<file path="src/rtl/avs_pkg.sv">
/*
  avs_pkg: shared constants and types of the analog value scaling block
  (register offsets, mode codes, code points, band limits, diagnostic codes).
  Assumes one 250 MHz clock domain and an AXI4-Lite register bus.
*/
package avs_pkg;

  // register byte offsets, one aligned 32-bit word each
  localparam int unsigned AVS_ADDR_W = 8;
  localparam logic [7:0] AVS_OFS_CTRL = 8'h00;
  localparam logic [7:0] AVS_OFS_STAT = 8'h04;
  localparam logic [7:0] AVS_OFS_AI0 = 8'h08;
  localparam logic [7:0] AVS_OFS_AI1 = 8'h0C;
  localparam logic [7:0] AVS_OFS_AO0 = 8'h10;
  localparam logic [7:0] AVS_OFS_AO1 = 8'h14;
  localparam logic [7:0] AVS_OFS_DIAG = 8'h18;

  localparam logic [1:0] AVS_RESP_OKAY = 2'h0;
  localparam logic [1:0] AVS_RESP_SLVERR = 2'h2;

  // field positions and reset values
  localparam int unsigned AVS_FMT_BIT = 0;
  localparam int unsigned AVS_ERR_BIT = 7;
  localparam logic [7:0] AVS_CTRL_RST = 8'h00;
  localparam logic [3:0] AVS_GAIN_ONE = 4'h1;
  localparam logic [3:0] AVS_GAIN_TEMP = 4'h8;

  // channel modes
  typedef enum logic [1:0] {
    AVS_AI_OFF = 2'b00,
    AVS_AI_VOLT = 2'b01,
    AVS_AI_CURR = 2'b10,
    AVS_AI_TEMP = 2'b11
  } avs_ai_mode_t;

  typedef enum logic [1:0] {
    AVS_AO_OFF = 2'b00,
    AVS_AO_VOLT = 2'b01,
    AVS_AO_CURR = 2'b10,
    AVS_AO_BAD = 2'b11
  } avs_ao_mode_t;

  // weight of one count: volts, milliamperes, degrees
  localparam real AVS_AI_V_LSB = 0.00151947;
  localparam real AVS_AI_I_LSB = 0.003051758;
  localparam real AVS_AI_T_LSB = 0.1;
  localparam real AVS_AO_V_LSB = 0.000381469;
  localparam real AVS_AO_I_LSB = 0.0007629;

  // nominal full-scale code points
  localparam logic signed [15:0] AVS_AI_V_POS = 16'h19B5;
  localparam logic signed [15:0] AVS_AI_V_NEG = 16'hE64B;
  localparam logic signed [15:0] AVS_AI_I_POS = 16'h1999;
  localparam logic signed [15:0] AVS_AI_I_NEG = 16'hE666;
  localparam logic signed [15:0] AVS_AI_T_MAX = 16'h0A28;
  localparam logic signed [15:0] AVS_AI_T_MIN = 16'hF830;
  localparam logic signed [15:0] AVS_AO_POS = 16'h6666;
  localparam logic signed [15:0] AVS_AO_NEG = 16'h999A;

  // end of the over/underrange bands: 11.75 V, 23.5 mA, 10.5 V, 20.2 mA
  localparam logic signed [15:0] AVS_AI_V_OVR = 16'h1E34;
  localparam logic signed [15:0] AVS_AI_V_UNR = 16'hE1CC;
  localparam logic signed [15:0] AVS_AI_I_OVR = 16'h1E14;
  localparam logic signed [15:0] AVS_AI_I_UNR = 16'hE1EC;
  localparam logic signed [15:0] AVS_AO_V_OVR = 16'h6B85;
  localparam logic signed [15:0] AVS_AO_V_UNR = 16'h947B;
  localparam logic signed [15:0] AVS_AO_I_OVR = 16'h676D;
  localparam logic signed [15:0] AVS_AO_I_UNR = 16'h9893;

  // open sensor threshold 0.25 V in voltage counts
  localparam logic signed [15:0] AVS_OPEN_THR = 16'h00A4;

  // diagnostics slot
  localparam logic [7:0] AVS_DIAG_CNT = 8'h02;
  localparam logic [7:0] AVS_DIAG_MODE = 8'h03;
  localparam logic [7:0] AVS_DIAG_OPEN = 8'h06;
  localparam logic [7:0] AVS_DIAG_OVF = 8'h07;

  typedef struct packed {
    logic [15:0] value;
    logic ovf;
    logic open_hit;
    logic neg;
  } avs_ai_res_t;

  typedef struct packed {
    logic [15:0] code;
    logic ovf;
    logic bad;
  } avs_ao_res_t;

endpackage

</file>
<file path="src/rtl/avs_ai_chan.sv">
/*
  avs_ai_chan: one analog input channel; range check and value register.
  Assumes samples already in the counts of the active mode, and a sense
  voltage in voltage counts from the front end, both synchronous.
*/
`timescale 1ns/1ps
module avs_ai_chan #(
  parameter logic [3:0] GAIN_TEMP = avs_pkg::AVS_GAIN_TEMP
) (
  input wire logic clk_sys_i,
  input wire logic rst_i,
  input wire avs_pkg::avs_ai_mode_t mode_i,
  input wire logic [15:0] sample_i,
  input wire logic sample_valid_i,
  input wire logic [15:0] sense_i,
  output logic [3:0] gain_o,
  output avs_pkg::avs_ai_res_t res_o
);
  logic [15:0] value;
  logic [15:0] next_value;
  logic [3:0] next_gain;
  logic signed [15:0] hi;
  logic signed [15:0] lo;
  logic ovf;
  logic open_hit;
  logic neg;

  // band limits per mode, compared as signed words
  always_comb begin
    hi = avs_pkg::AVS_AI_V_OVR;
    lo = avs_pkg::AVS_AI_V_UNR;
    unique case (mode_i)
      avs_pkg::AVS_AI_CURR: begin
        hi = avs_pkg::AVS_AI_I_OVR;
        lo = avs_pkg::AVS_AI_I_UNR;
      end
      avs_pkg::AVS_AI_TEMP: begin
        hi = avs_pkg::AVS_AI_T_MAX;
        lo = avs_pkg::AVS_AI_T_MIN;
      end
      avs_pkg::AVS_AI_OFF, avs_pkg::AVS_AI_VOLT: begin
      end
    endcase
  end

  // events only while sampling in an active mode
  assign ovf = sample_valid_i && (mode_i != avs_pkg::AVS_AI_OFF)
    && (($signed(sample_i) > hi) || ($signed(sample_i) < lo));
  assign open_hit = sample_valid_i && (mode_i == avs_pkg::AVS_AI_TEMP)
    && ($signed(sense_i) > avs_pkg::AVS_OPEN_THR);
  assign neg = sample_valid_i && (mode_i == avs_pkg::AVS_AI_TEMP)
    && !open_hit && sense_i[15];

  // bad readings show zero rather than a stale value
  always_comb begin
    next_value = value;
    if (mode_i == avs_pkg::AVS_AI_OFF) begin
      next_value = 16'h0000;
    end else if (sample_valid_i) begin
      next_value = (ovf || open_hit) ? 16'h0000 : sample_i;
    end
    next_gain = (mode_i == avs_pkg::AVS_AI_TEMP) ? GAIN_TEMP : avs_pkg::AVS_GAIN_ONE;
  end

  always_ff @(posedge clk_sys_i) begin
    if (rst_i) begin
      value <= 16'h0000;
      gain_o <= avs_pkg::AVS_GAIN_ONE;
    end else begin
      value <= next_value;
      gain_o <= next_gain;
    end
  end

  assign res_o = '{value: value, ovf: ovf, open_hit: open_hit, neg: neg};
endmodule // avs_ai_chan

</file>
<file path="src/rtl/avs_ao_chan.sv">
/*
  avs_ao_chan: one analog output channel; range check and converter code.
  Assumes the converter takes the signed word unchanged, one per clock.
*/
`timescale 1ns/1ps
module avs_ao_chan (
  input wire logic clk_sys_i,
  input wire logic rst_i,
  input wire avs_pkg::avs_ao_mode_t mode_i,
  input wire logic [15:0] word_i,
  output avs_pkg::avs_ao_res_t res_o
);
  logic [15:0] code;
  logic [15:0] next_code;
  logic signed [15:0] hi;
  logic signed [15:0] lo;
  logic active;
  logic ovf;

  // voltage and current share code points, not band ends
  assign hi = (mode_i == avs_pkg::AVS_AO_CURR) ? avs_pkg::AVS_AO_I_OVR
    : avs_pkg::AVS_AO_V_OVR;
  assign lo = (mode_i == avs_pkg::AVS_AO_CURR) ? avs_pkg::AVS_AO_I_UNR
    : avs_pkg::AVS_AO_V_UNR;
  assign active = (mode_i == avs_pkg::AVS_AO_VOLT) || (mode_i == avs_pkg::AVS_AO_CURR);
  assign ovf = active && (($signed(word_i) > hi) || ($signed(word_i) < lo));

  // inactive or out of band drives zero
  always_comb begin
    next_code = (active && !ovf) ? word_i : 16'h0000;
  end

  always_ff @(posedge clk_sys_i) begin
    if (rst_i) begin
      code <= 16'h0000;
    end else begin
      code <= next_code;
    end
  end

  assign res_o = '{code: code, ovf: ovf, bad: (mode_i == avs_pkg::AVS_AO_BAD)};
endmodule // avs_ao_chan

</file>
<file path="src/rtl/avs_top.sv">
/*
  avs_top: analog value scaling block with AXI4-Lite registers, two input
  and two output channels, mode echo, fallback and diagnostics.
  Assumes synchronous front-end inputs and one clock at 250 MHz.
*/
// Decided for this implementation: register access over AXI4-Lite and the address map.
// What this block does
// - channel values are signed 16-bit counts times a mode weight.
// - voltage input: 0x19B5 is +10 V, 0xE64B is -10 V.
// - current input: 0x1999 is +20 mA, 0xE666 is -20 mA.
// - temperature input: tenths of a degree, 0xF830 up to 0x0A28.
// - voltage output: 0x6666 drives +10 V, 0x999A drives -10 V.
// - current output: 0x6666 drives +20 mA, 0x999A drives -20 mA.
// - open sensor in temperature mode falls back to inactive, gain one.
// - fallback shows per channel in status byte zero.
// - fallback posts an error code in diagnostics with counter two.
// - slightly negative open input raises module error status.
// - input mode field: off, voltage, current, temperature.
// - output mode field: off, voltage, current, illegal.
// - status byte zero echoes modes in force; mismatch means error.
`timescale 1ns/1ps
module avs_top #(
  parameter logic [3:0] GAIN_TEMP = avs_pkg::AVS_GAIN_TEMP
) (
  input wire logic clk_sys_i,
  input wire logic rst_i,
  input wire logic [7:0] s_axi_awaddr_i,
  input wire logic s_axi_awvalid_i,
  output logic s_axi_awready_o,
  input wire logic [31:0] s_axi_wdata_i,
  input wire logic [3:0] s_axi_wstrb_i,
  input wire logic s_axi_wvalid_i,
  output logic s_axi_wready_o,
  output logic [1:0] s_axi_bresp_o,
  output logic s_axi_bvalid_o,
  input wire logic s_axi_bready_i,
  input wire logic [7:0] s_axi_araddr_i,
  input wire logic s_axi_arvalid_i,
  output logic s_axi_arready_o,
  output logic [31:0] s_axi_rdata_o,
  output logic [1:0] s_axi_rresp_o,
  output logic s_axi_rvalid_o,
  input wire logic s_axi_rready_i,
  input wire logic [1:0][15:0] ai_sample_i,
  input wire logic [1:0] ai_sample_valid_i,
  input wire logic [1:0][15:0] ai_sense_i,
  output logic [1:0][3:0] ai_gain_o,
  output logic [1:0][1:0] ai_mode_o,
  output logic [1:0][15:0] ao_code_o,
  output logic [1:0][1:0] ao_mode_o,
  output logic bus_fault_indicator_o
);
  // bus state
  logic aw_full, next_aw_full;
  logic [7:0] aw_addr, next_aw_addr;
  logic w_full, next_w_full;
  logic [31:0] w_data, next_w_data;
  logic [3:0] w_strb, next_w_strb;
  logic bvalid, next_bvalid;
  logic [1:0] bresp, next_bresp;
  logic rvalid, next_rvalid;
  logic [31:0] rdata, next_rdata;
  logic [1:0] rresp, next_rresp;
  logic [31:0] rd_mux;
  logic rd_ok;
  logic wr_go, wr_ok, wr_ctrl0, wr_fmt;
  logic [1:0] wr_ao;

  // control state
  logic [7:0] ctrl0, next_ctrl0;
  logic fmt, next_fmt;
  logic [1:0][15:0] ao_word, next_ao_word;
  logic [3:0] deact, next_deact;
  logic neg_err, next_neg_err;
  logic [7:0] diag_cnt, next_diag_cnt;
  logic [7:0] diag_code, next_diag_code;

  logic [3:0] ev;
  logic open_any, ovf_any, neg_any, bad_any, err;
  logic [7:0] stat0, stat1;
  avs_pkg::avs_ai_mode_t ai_eff [2];
  avs_pkg::avs_ao_mode_t ao_eff [2];
  avs_pkg::avs_ai_res_t ai_res [2];
  avs_pkg::avs_ao_res_t ao_res [2];

  // channels; a deactivated channel runs as inactive until the mode is rewritten
  for (genvar i = 0; i < 2; i++) begin : g_ch
    assign ai_eff[i] = deact[i] ? avs_pkg::AVS_AI_OFF
      : avs_pkg::avs_ai_mode_t'(ctrl0[2*i +: 2]);
    assign ao_eff[i] = deact[2+i] ? avs_pkg::AVS_AO_OFF
      : avs_pkg::avs_ao_mode_t'(ctrl0[4+2*i +: 2]);
    assign ai_mode_o[i] = ai_eff[i];
    assign ao_mode_o[i] = ao_res[i].bad ? 2'b00 : ao_eff[i];
    assign ao_code_o[i] = ao_res[i].code;
    assign ev[i] = ai_res[i].ovf || ai_res[i].open_hit;
    assign ev[2+i] = ao_res[i].ovf;

    avs_ai_chan #(
      .GAIN_TEMP(GAIN_TEMP)
    ) u_ai (
      .clk_sys_i(clk_sys_i),
      .rst_i(rst_i),
      .mode_i(ai_eff[i]),
      .sample_i(ai_sample_i[i]),
      .sample_valid_i(ai_sample_valid_i[i]),
      .sense_i(ai_sense_i[i]),
      .gain_o(ai_gain_o[i]),
      .res_o(ai_res[i])
    );

    avs_ao_chan u_ao (
      .clk_sys_i(clk_sys_i),
      .rst_i(rst_i),
      .mode_i(ao_eff[i]),
      .word_i(ao_word[i]),
      .res_o(ao_res[i])
    );
  end

  // summary flags and status bytes
  assign open_any = ai_res[0].open_hit || ai_res[1].open_hit;
  assign ovf_any = ai_res[0].ovf || ai_res[1].ovf || ao_res[0].ovf || ao_res[1].ovf;
  assign neg_any = ai_res[0].neg || ai_res[1].neg;
  assign bad_any = ao_res[0].bad || ao_res[1].bad;
  assign err = (|deact) || neg_err || bad_any;
  assign stat0 = {ao_mode_o, ai_eff[1], ai_eff[0]};
  assign stat1 = {err, 6'h00, fmt};
  assign bus_fault_indicator_o = err;

  // write decode; control bytes may go byte by byte, values only with both low byte strobes
  assign wr_go = aw_full && w_full && !bvalid;
  assign wr_ctrl0 = wr_go && (aw_addr == avs_pkg::AVS_OFS_CTRL) && w_strb[0];
  assign wr_fmt = wr_go && (aw_addr == avs_pkg::AVS_OFS_CTRL) && w_strb[1];
  assign wr_ao[0] = wr_go && (aw_addr == avs_pkg::AVS_OFS_AO0) && (w_strb[1:0] == 2'b11);
  assign wr_ao[1] = wr_go && (aw_addr == avs_pkg::AVS_OFS_AO1) && (w_strb[1:0] == 2'b11);
  assign wr_ok = (aw_addr == avs_pkg::AVS_OFS_CTRL) || (|wr_ao);

  // read decode
  always_comb begin
    rd_mux = 32'h0000_0000;
    rd_ok = 1'b1;
    unique case (s_axi_araddr_i)
      avs_pkg::AVS_OFS_CTRL: rd_mux = {23'h00_0000, fmt, ctrl0};
      avs_pkg::AVS_OFS_STAT: rd_mux = {16'h0000, stat1, stat0};
      avs_pkg::AVS_OFS_AI0: rd_mux = {16'h0000, ai_res[0].value};
      avs_pkg::AVS_OFS_AI1: rd_mux = {16'h0000, ai_res[1].value};
      avs_pkg::AVS_OFS_AO0: rd_mux = {16'h0000, ao_word[0]};
      avs_pkg::AVS_OFS_AO1: rd_mux = {16'h0000, ao_word[1]};
      avs_pkg::AVS_OFS_DIAG: rd_mux = {16'h0000, diag_code, diag_cnt};
      default: rd_ok = 1'b0;
    endcase
  end

  // bus handshakes; one write and one read in flight
  assign s_axi_awready_o = !aw_full && !bvalid;
  assign s_axi_wready_o = !w_full && !bvalid;
  assign s_axi_arready_o = !rvalid;
  assign s_axi_bvalid_o = bvalid;
  assign s_axi_bresp_o = bresp;
  assign s_axi_rvalid_o = rvalid;
  assign s_axi_rdata_o = rdata;
  assign s_axi_rresp_o = rresp;

  always_comb begin
    next_aw_full = aw_full;
    next_aw_addr = aw_addr;
    next_w_full = w_full;
    next_w_data = w_data;
    next_w_strb = w_strb;
    next_bvalid = bvalid;
    next_bresp = bresp;
    next_rvalid = rvalid;
    next_rdata = rdata;
    next_rresp = rresp;
    if (s_axi_awvalid_i && s_axi_awready_o) begin
      next_aw_full = 1'b1;
      next_aw_addr = s_axi_awaddr_i;
    end
    if (s_axi_wvalid_i && s_axi_wready_o) begin
      next_w_full = 1'b1;
      next_w_data = s_axi_wdata_i;
      next_w_strb = s_axi_wstrb_i;
    end
    if (wr_go) begin
      next_aw_full = 1'b0;
      next_w_full = 1'b0;
      next_bvalid = 1'b1;
      next_bresp = wr_ok ? avs_pkg::AVS_RESP_OKAY : avs_pkg::AVS_RESP_SLVERR;
    end else if (bvalid && s_axi_bready_i) begin
      next_bvalid = 1'b0;
    end
    if (s_axi_arvalid_i && s_axi_arready_o) begin
      next_rvalid = 1'b1;
      next_rdata = rd_mux;
      next_rresp = rd_ok ? avs_pkg::AVS_RESP_OKAY : avs_pkg::AVS_RESP_SLVERR;
    end else if (rvalid && s_axi_rready_i) begin
      next_rvalid = 1'b0;
    end
  end

  always_ff @(posedge clk_sys_i) begin
    if (rst_i) begin
      aw_full <= 1'b0;
      aw_addr <= 8'h00;
      w_full <= 1'b0;
      w_data <= 32'h0000_0000;
      w_strb <= 4'h0;
      bvalid <= 1'b0;
      bresp <= avs_pkg::AVS_RESP_OKAY;
      rvalid <= 1'b0;
      rdata <= 32'h0000_0000;
      rresp <= avs_pkg::AVS_RESP_OKAY;
    end else begin
      aw_full <= next_aw_full;
      aw_addr <= next_aw_addr;
      w_full <= next_w_full;
      w_data <= next_w_data;
      w_strb <= next_w_strb;
      bvalid <= next_bvalid;
      bresp <= next_bresp;
      rvalid <= next_rvalid;
      rdata <= next_rdata;
      rresp <= next_rresp;
    end
  end

  // control, deactivation and diagnostics; a new event beats a clearing write
  always_comb begin
    next_ctrl0 = wr_ctrl0 ? w_data[7:0] : ctrl0;
    next_fmt = wr_fmt ? w_data[8 + avs_pkg::AVS_FMT_BIT] : fmt;
    next_ao_word = ao_word;
    for (int j = 0; j < 2; j++) begin
      if (wr_ao[j]) begin
        next_ao_word[j] = w_data[15:0];
      end
    end
    next_deact = ev | (deact & ~{4{wr_ctrl0}});
    next_neg_err = neg_any || (neg_err && !wr_ctrl0);
    next_diag_cnt = diag_cnt;
    next_diag_code = diag_code;
    if (open_any) begin
      next_diag_cnt = avs_pkg::AVS_DIAG_CNT;
      next_diag_code = avs_pkg::AVS_DIAG_OPEN;
    end else if (ovf_any) begin
      next_diag_cnt = avs_pkg::AVS_DIAG_CNT;
      next_diag_code = avs_pkg::AVS_DIAG_OVF;
    end else if (bad_any) begin
      next_diag_cnt = avs_pkg::AVS_DIAG_CNT;
      next_diag_code = avs_pkg::AVS_DIAG_MODE;
    end else if (wr_ctrl0) begin
      next_diag_cnt = 8'h00;
      next_diag_code = 8'h00;
    end
  end

  // modes stay off after reset until software sets them
  always_ff @(posedge clk_sys_i) begin
    if (rst_i) begin
      ctrl0 <= avs_pkg::AVS_CTRL_RST;
      fmt <= 1'b0;
      ao_word <= '0;
      deact <= 4'h0;
      neg_err <= 1'b0;
      diag_cnt <= 8'h00;
      diag_code <= 8'h00;
    end else begin
      ctrl0 <= next_ctrl0;
      fmt <= next_fmt;
      ao_word <= next_ao_word;
      deact <= next_deact;
      neg_err <= next_neg_err;
      diag_cnt <= next_diag_cnt;
      diag_code <= next_diag_code;
    end
  end
endmodule // avs_top

</file>
<file path="config.mk">
export PLATFORM = sky130hd
export DESIGN_NAME = avs_top
export DESIGN_NICKNAME = d
export VERILOG_FILES = /design/src/rtl/avs_pkg.sv /design/src/rtl/avs_ai_chan.sv /design/src/rtl/avs_ao_chan.sv /design/src/rtl/avs_top.sv
export SDC_FILE = /design/constraint.sdc
export NUM_CORES = 1
export LEC_CHECK = 0
export BUFFER_PORTS_ARGS = -buffer_cell sky130_fd_sc_hd__buf_2
export CAP_MARGIN = 25
export CORE_MARGIN = 3
export CORE_UTILIZATION = 25
export CTS_CLUSTER_SIZE = 40
export DETAILED_ROUTE_END_ITERATION = 8
export SKIP_LAST_GASP = 1
export SLEW_MARGIN = 20
export SYNTH_ARGS = -nofsm -noshare
export SYNTH_HDL_FRONTEND = slang
export SYNTH_SLANG_ARGS = --single-unit
</file>
<file path="constraint.sdc">
create_clock -name clk_sys_i -period 3.9 [get_ports clk_sys_i]
set_input_delay 0.195 -clock clk_sys_i [delete_from_list [all_inputs] [get_ports clk_sys_i]]
set_output_delay 0.195 -clock clk_sys_i [all_outputs]
set_load 0.005 [all_outputs]
</file>
==> qor.csv <==
metric,value,unit
Total Routing Usage GR,0.150,
# IOs,215,
final WL,25900,µm
Num CTS Buffers,17,
Post-Syn Instances,919,
post-route setup slack,0.585,ns
WL met1,11600,µm
Slew Limit Fails,0,
# fillers,3327,
grt total ovfl,0,
final setup fails,0,
reg2reg setup slack,0.59,ns
First-pass DRT Iterations,6,
Met3 Routed Length,1870,µm
Max VDD drop,287,µV
Initial Utilization,0.256,
IO Port Bufs,174,
DRC violation count after routing,0,
"critical path, cell by cell",nand2b_1 -> inv_1 -> ha_1 -> inv_1 -> ha_1 -> nand2b_1 -> or4_1 -> a21o_1 -> a32oi_1 -> nor2_1 -> nor3_1 -> a41oi_1,
#FFs+latches synth,165,
pin count of the biggest net entering global routing,77,
Critical R2R Launch,deact[2],
Die W,184,µm
Die Y,184,µm
Slew headroom,0.291,
clk sinks,165,
wire length on met2,11900,µm
antenna violations before repair,0,
row count,64,
final hold violations,0,
min cycle time layout,3.31,ns
fraction of registers with async set/reset,0,
clk root buf,clkbuf_16,
Post-DRT Antenna Nets,0,
Max clock buf depth,2,
RSZ-0062 raised after global routing,false,
Initial DRC Count,491,
Worst setup SP type,flop,
P per Cell Area,374,nW/µm²
"Data required, critical path",4.17,ns
routed via count,7296,
Synth Warn #,0,
hold depth,2,
Post-DP Area,9080,µm²
Worst EP arrival,3.58,ns
sequential area share after synthesis,0.418,
final instance area,9740,µm²
CTS H-tree lvls,4,
Pleak,4.12,nW
Max stage delay on crit path,0.48,ns
Yosys cell types,72,
area delta synth->final,23.2,%
clk_lat worst skew,0.43,ns
Avg Vias per Cell,4.88,
hold_sp,ai_sample_i[18],
Post-synth EDFFs,0,
Worst Clk Skew,0.00978,ns
"Period Utilization, post-route",0.850,
kind of critical path,reg -> reg,
"Avg Cell Area, Syn",8.61,µm²
Crit-path slowest cell,or4_1,
vias in the first global route,7082,
status,"complete, no violations",
uppermost layer routed,met4,
R2R cell count,12,
crit path max fanout,9,
synthesized area,7910,µm²
clock slew at reported path FFs,0.07,ns
endpoint with the worst hold slack,g_ch[1].u_ai.value[2],
fin nets,1264,
HP Class,in -> reg,
Die Area,33800,µm²
Slew @ Worst Pin,1.06,ns
Max Freq,0.302,GHz
first-pass GRT wire length,39300,µm
R2R Path End,diag_cnt[1],
TritonCTS clock tree,done,
GPL Wtd Cong,0.863,
share of cells above drive strength 1,0.212,
"worst slack, placed",0.612,ns
DP HPWL,19700,µm
number of max-cap violations,0,
CP Capture Type,flop,
Post-CTS Setup Bufs,0,
setup TNS,0,ns
"Primary FF master, synth",dfxtp_1,
n_diodes,0,
core area,30900,µm²
DR WL/cell,17.3,µm
[worst max-delay path: cells and delay by family, from the launching register on]
family | cells | cell delay, ns
AO/OA/AOI/OAI | 3 | 0.56
flip-flops | 1 | 0.34
AND/OR/NAND/NOR | 5 | 1.18
adder cells (fa/ha/maj) | 2 | 0.75
buffers and inverters | 2 | 0.32
[metrics by stage]
step	power (mW)	util	instances	hold WS, ns
finish	3.64	0.315	1496	0.0149
global route	3.77	0.315	1496	0.00660
CTS	3.67	0.315	1496	0.00107
detailed placement	2.00	0.294	1456	0.384
global placement	2.00	0.294	1455	0.389
floorplan	1.90	-	940	0.294
[how the worst max path moves through the flow]
stage | startpoint | slack (ns) | to | cells after the start
3_5_place_dp | deact[2] | 0.61 | diag_cnt[1] | 12
2_1_floorplan | deact[2] | 0.82 | g_ch[0].u_ao.code[10] | 12
4_1_cts | deact[2] | 0.60 | diag_cnt[1] | 12
5_1_grt | deact[2] | 0.31 | diag_cnt[1] | 12
6_report | deact[2] | 0.59 | diag_cnt[1] | 12
3_3_place_gp | deact[2] | 0.66 | diag_cnt[1] | 12
[final cells by class]
| cell class | count | area, µm² | share of cell area |
|---|---|---|---|
| Clock inverter | 14 | 150 | 0.0154 |
| Clock buffer | 18 | 429 | 0.0440 |
| Multi-Input combinational cell | 686 | 4240 | 0.435 |
| Sequential cell | 165 | 3300 | 0.339 |
| Inverter | 25 | 98.8 | 0.0101 |
| Tap cell | 396 | 495 | 0.0509 |
| Timing Repair Buffer | 192 | 1030 | 0.106 |
[registers in the layout, summed over array words and instances, names as in the netlist, 2 cells and up]
signal / count
g_ch.u_ao.code: 32
ao_word: 32
diag_code: 2
w_data: 16
g_ch.u_ai.gain_o: 4
deact: 4
s_axi_rdata_o: 16
w_strb: 2
ctrl0: 8
g_ch.u_ai.value: 32
aw_addr: 8
[where the power goes]
part	switching, mW	internal (mW)	leakage [nW]
Clock	0.723	0.950	0.283
Sequential	0.0266	1.71	1.33
Combinational	0.137	0.0971	2.50
[routing by layer]
layer / up-vias / global-route usage
li1: 3555 / -
met1: 3420 / 0.199
met2: 287 / 0.247
met3: 34 / 0.0269
met4: 0 / 0.0493
met5: - / 0
[repair_timing]
item | CTS | global route
resized for setup | 0 | 0
endpoints found under the hold margin | 8 | 0
hold buffers | 8 | 0
[kinds of logic after synthesis]
group | Yosys count | share of synthesized area
AND/OR/NAND/NOR | 353 | 0.221
other | 1 | 0.000474
adder cells (fa/ha/maj) | 53 | 0.0835
flip-flops | 165 | 0.418
XOR/XNOR | 3 | 0.00332
buffers and inverters | 89 | 0.0569
multiplexers | 12 | 0.0155
AO/OA/AOI/OAI | 243 | 0.202
[synthesized netlist by cell type, types with 3 or more instances]
cell | n | area share
o21ai_0 | 19 | 0.012
or3_1 | 4 | 0.0032
a311oi_1 | 4 | 0.0044
nor2_1 | 74 | 0.035
a221oi_1 | 3 | 0.0033
nand3_1 | 9 | 0.0057
nand2b_1 | 16 | 0.013
nand4b_1 | 4 | 0.0044
nand2_1 | 138 | 0.065
inv_1 | 22 | 0.010
dfxtp_1 | 165 | 0.42
nor3_1 | 19 | 0.012
mux2i_1 | 10 | 0.013
o221ai_1 | 3 | 0.0033
buf_4 | 22 | 0.021
a22oi_1 | 33 | 0.031
a211oi_1 | 6 | 0.0057
nor2b_1 | 9 | 0.0071
nor4_1 | 10 | 0.0079
and2_1 | 36 | 0.028
clkbuf_1 | 35 | 0.017
a22o_1 | 32 | 0.035
a21oi_1 | 98 | 0.062
o211ai_1 | 5 | 0.0047
xnor2_1 | 3 | 0.0033
a32oi_1 | 3 | 0.0033
ha_1 | 52 | 0.082
nor3b_1 | 6 | 0.0057
a31oi_1 | 13 | 0.010
[placed cells by master, fill, tap and decap left out, drive strengths merged, types with 9 or more instances in the layout]
master	n
buf	184
nor2b	9
mux2i	10
inv	29
nor3	19
a22o	32
nor4	10
a22oi	33
and2	36
clkbuf	18
nor2	74
a21oi	98
conb	22
nand3	9
o21ai	19
a31oi	13
ha	52
nand2b	16
nand2	138
dfxtp	165
Power figures use the tool's default switching activity.
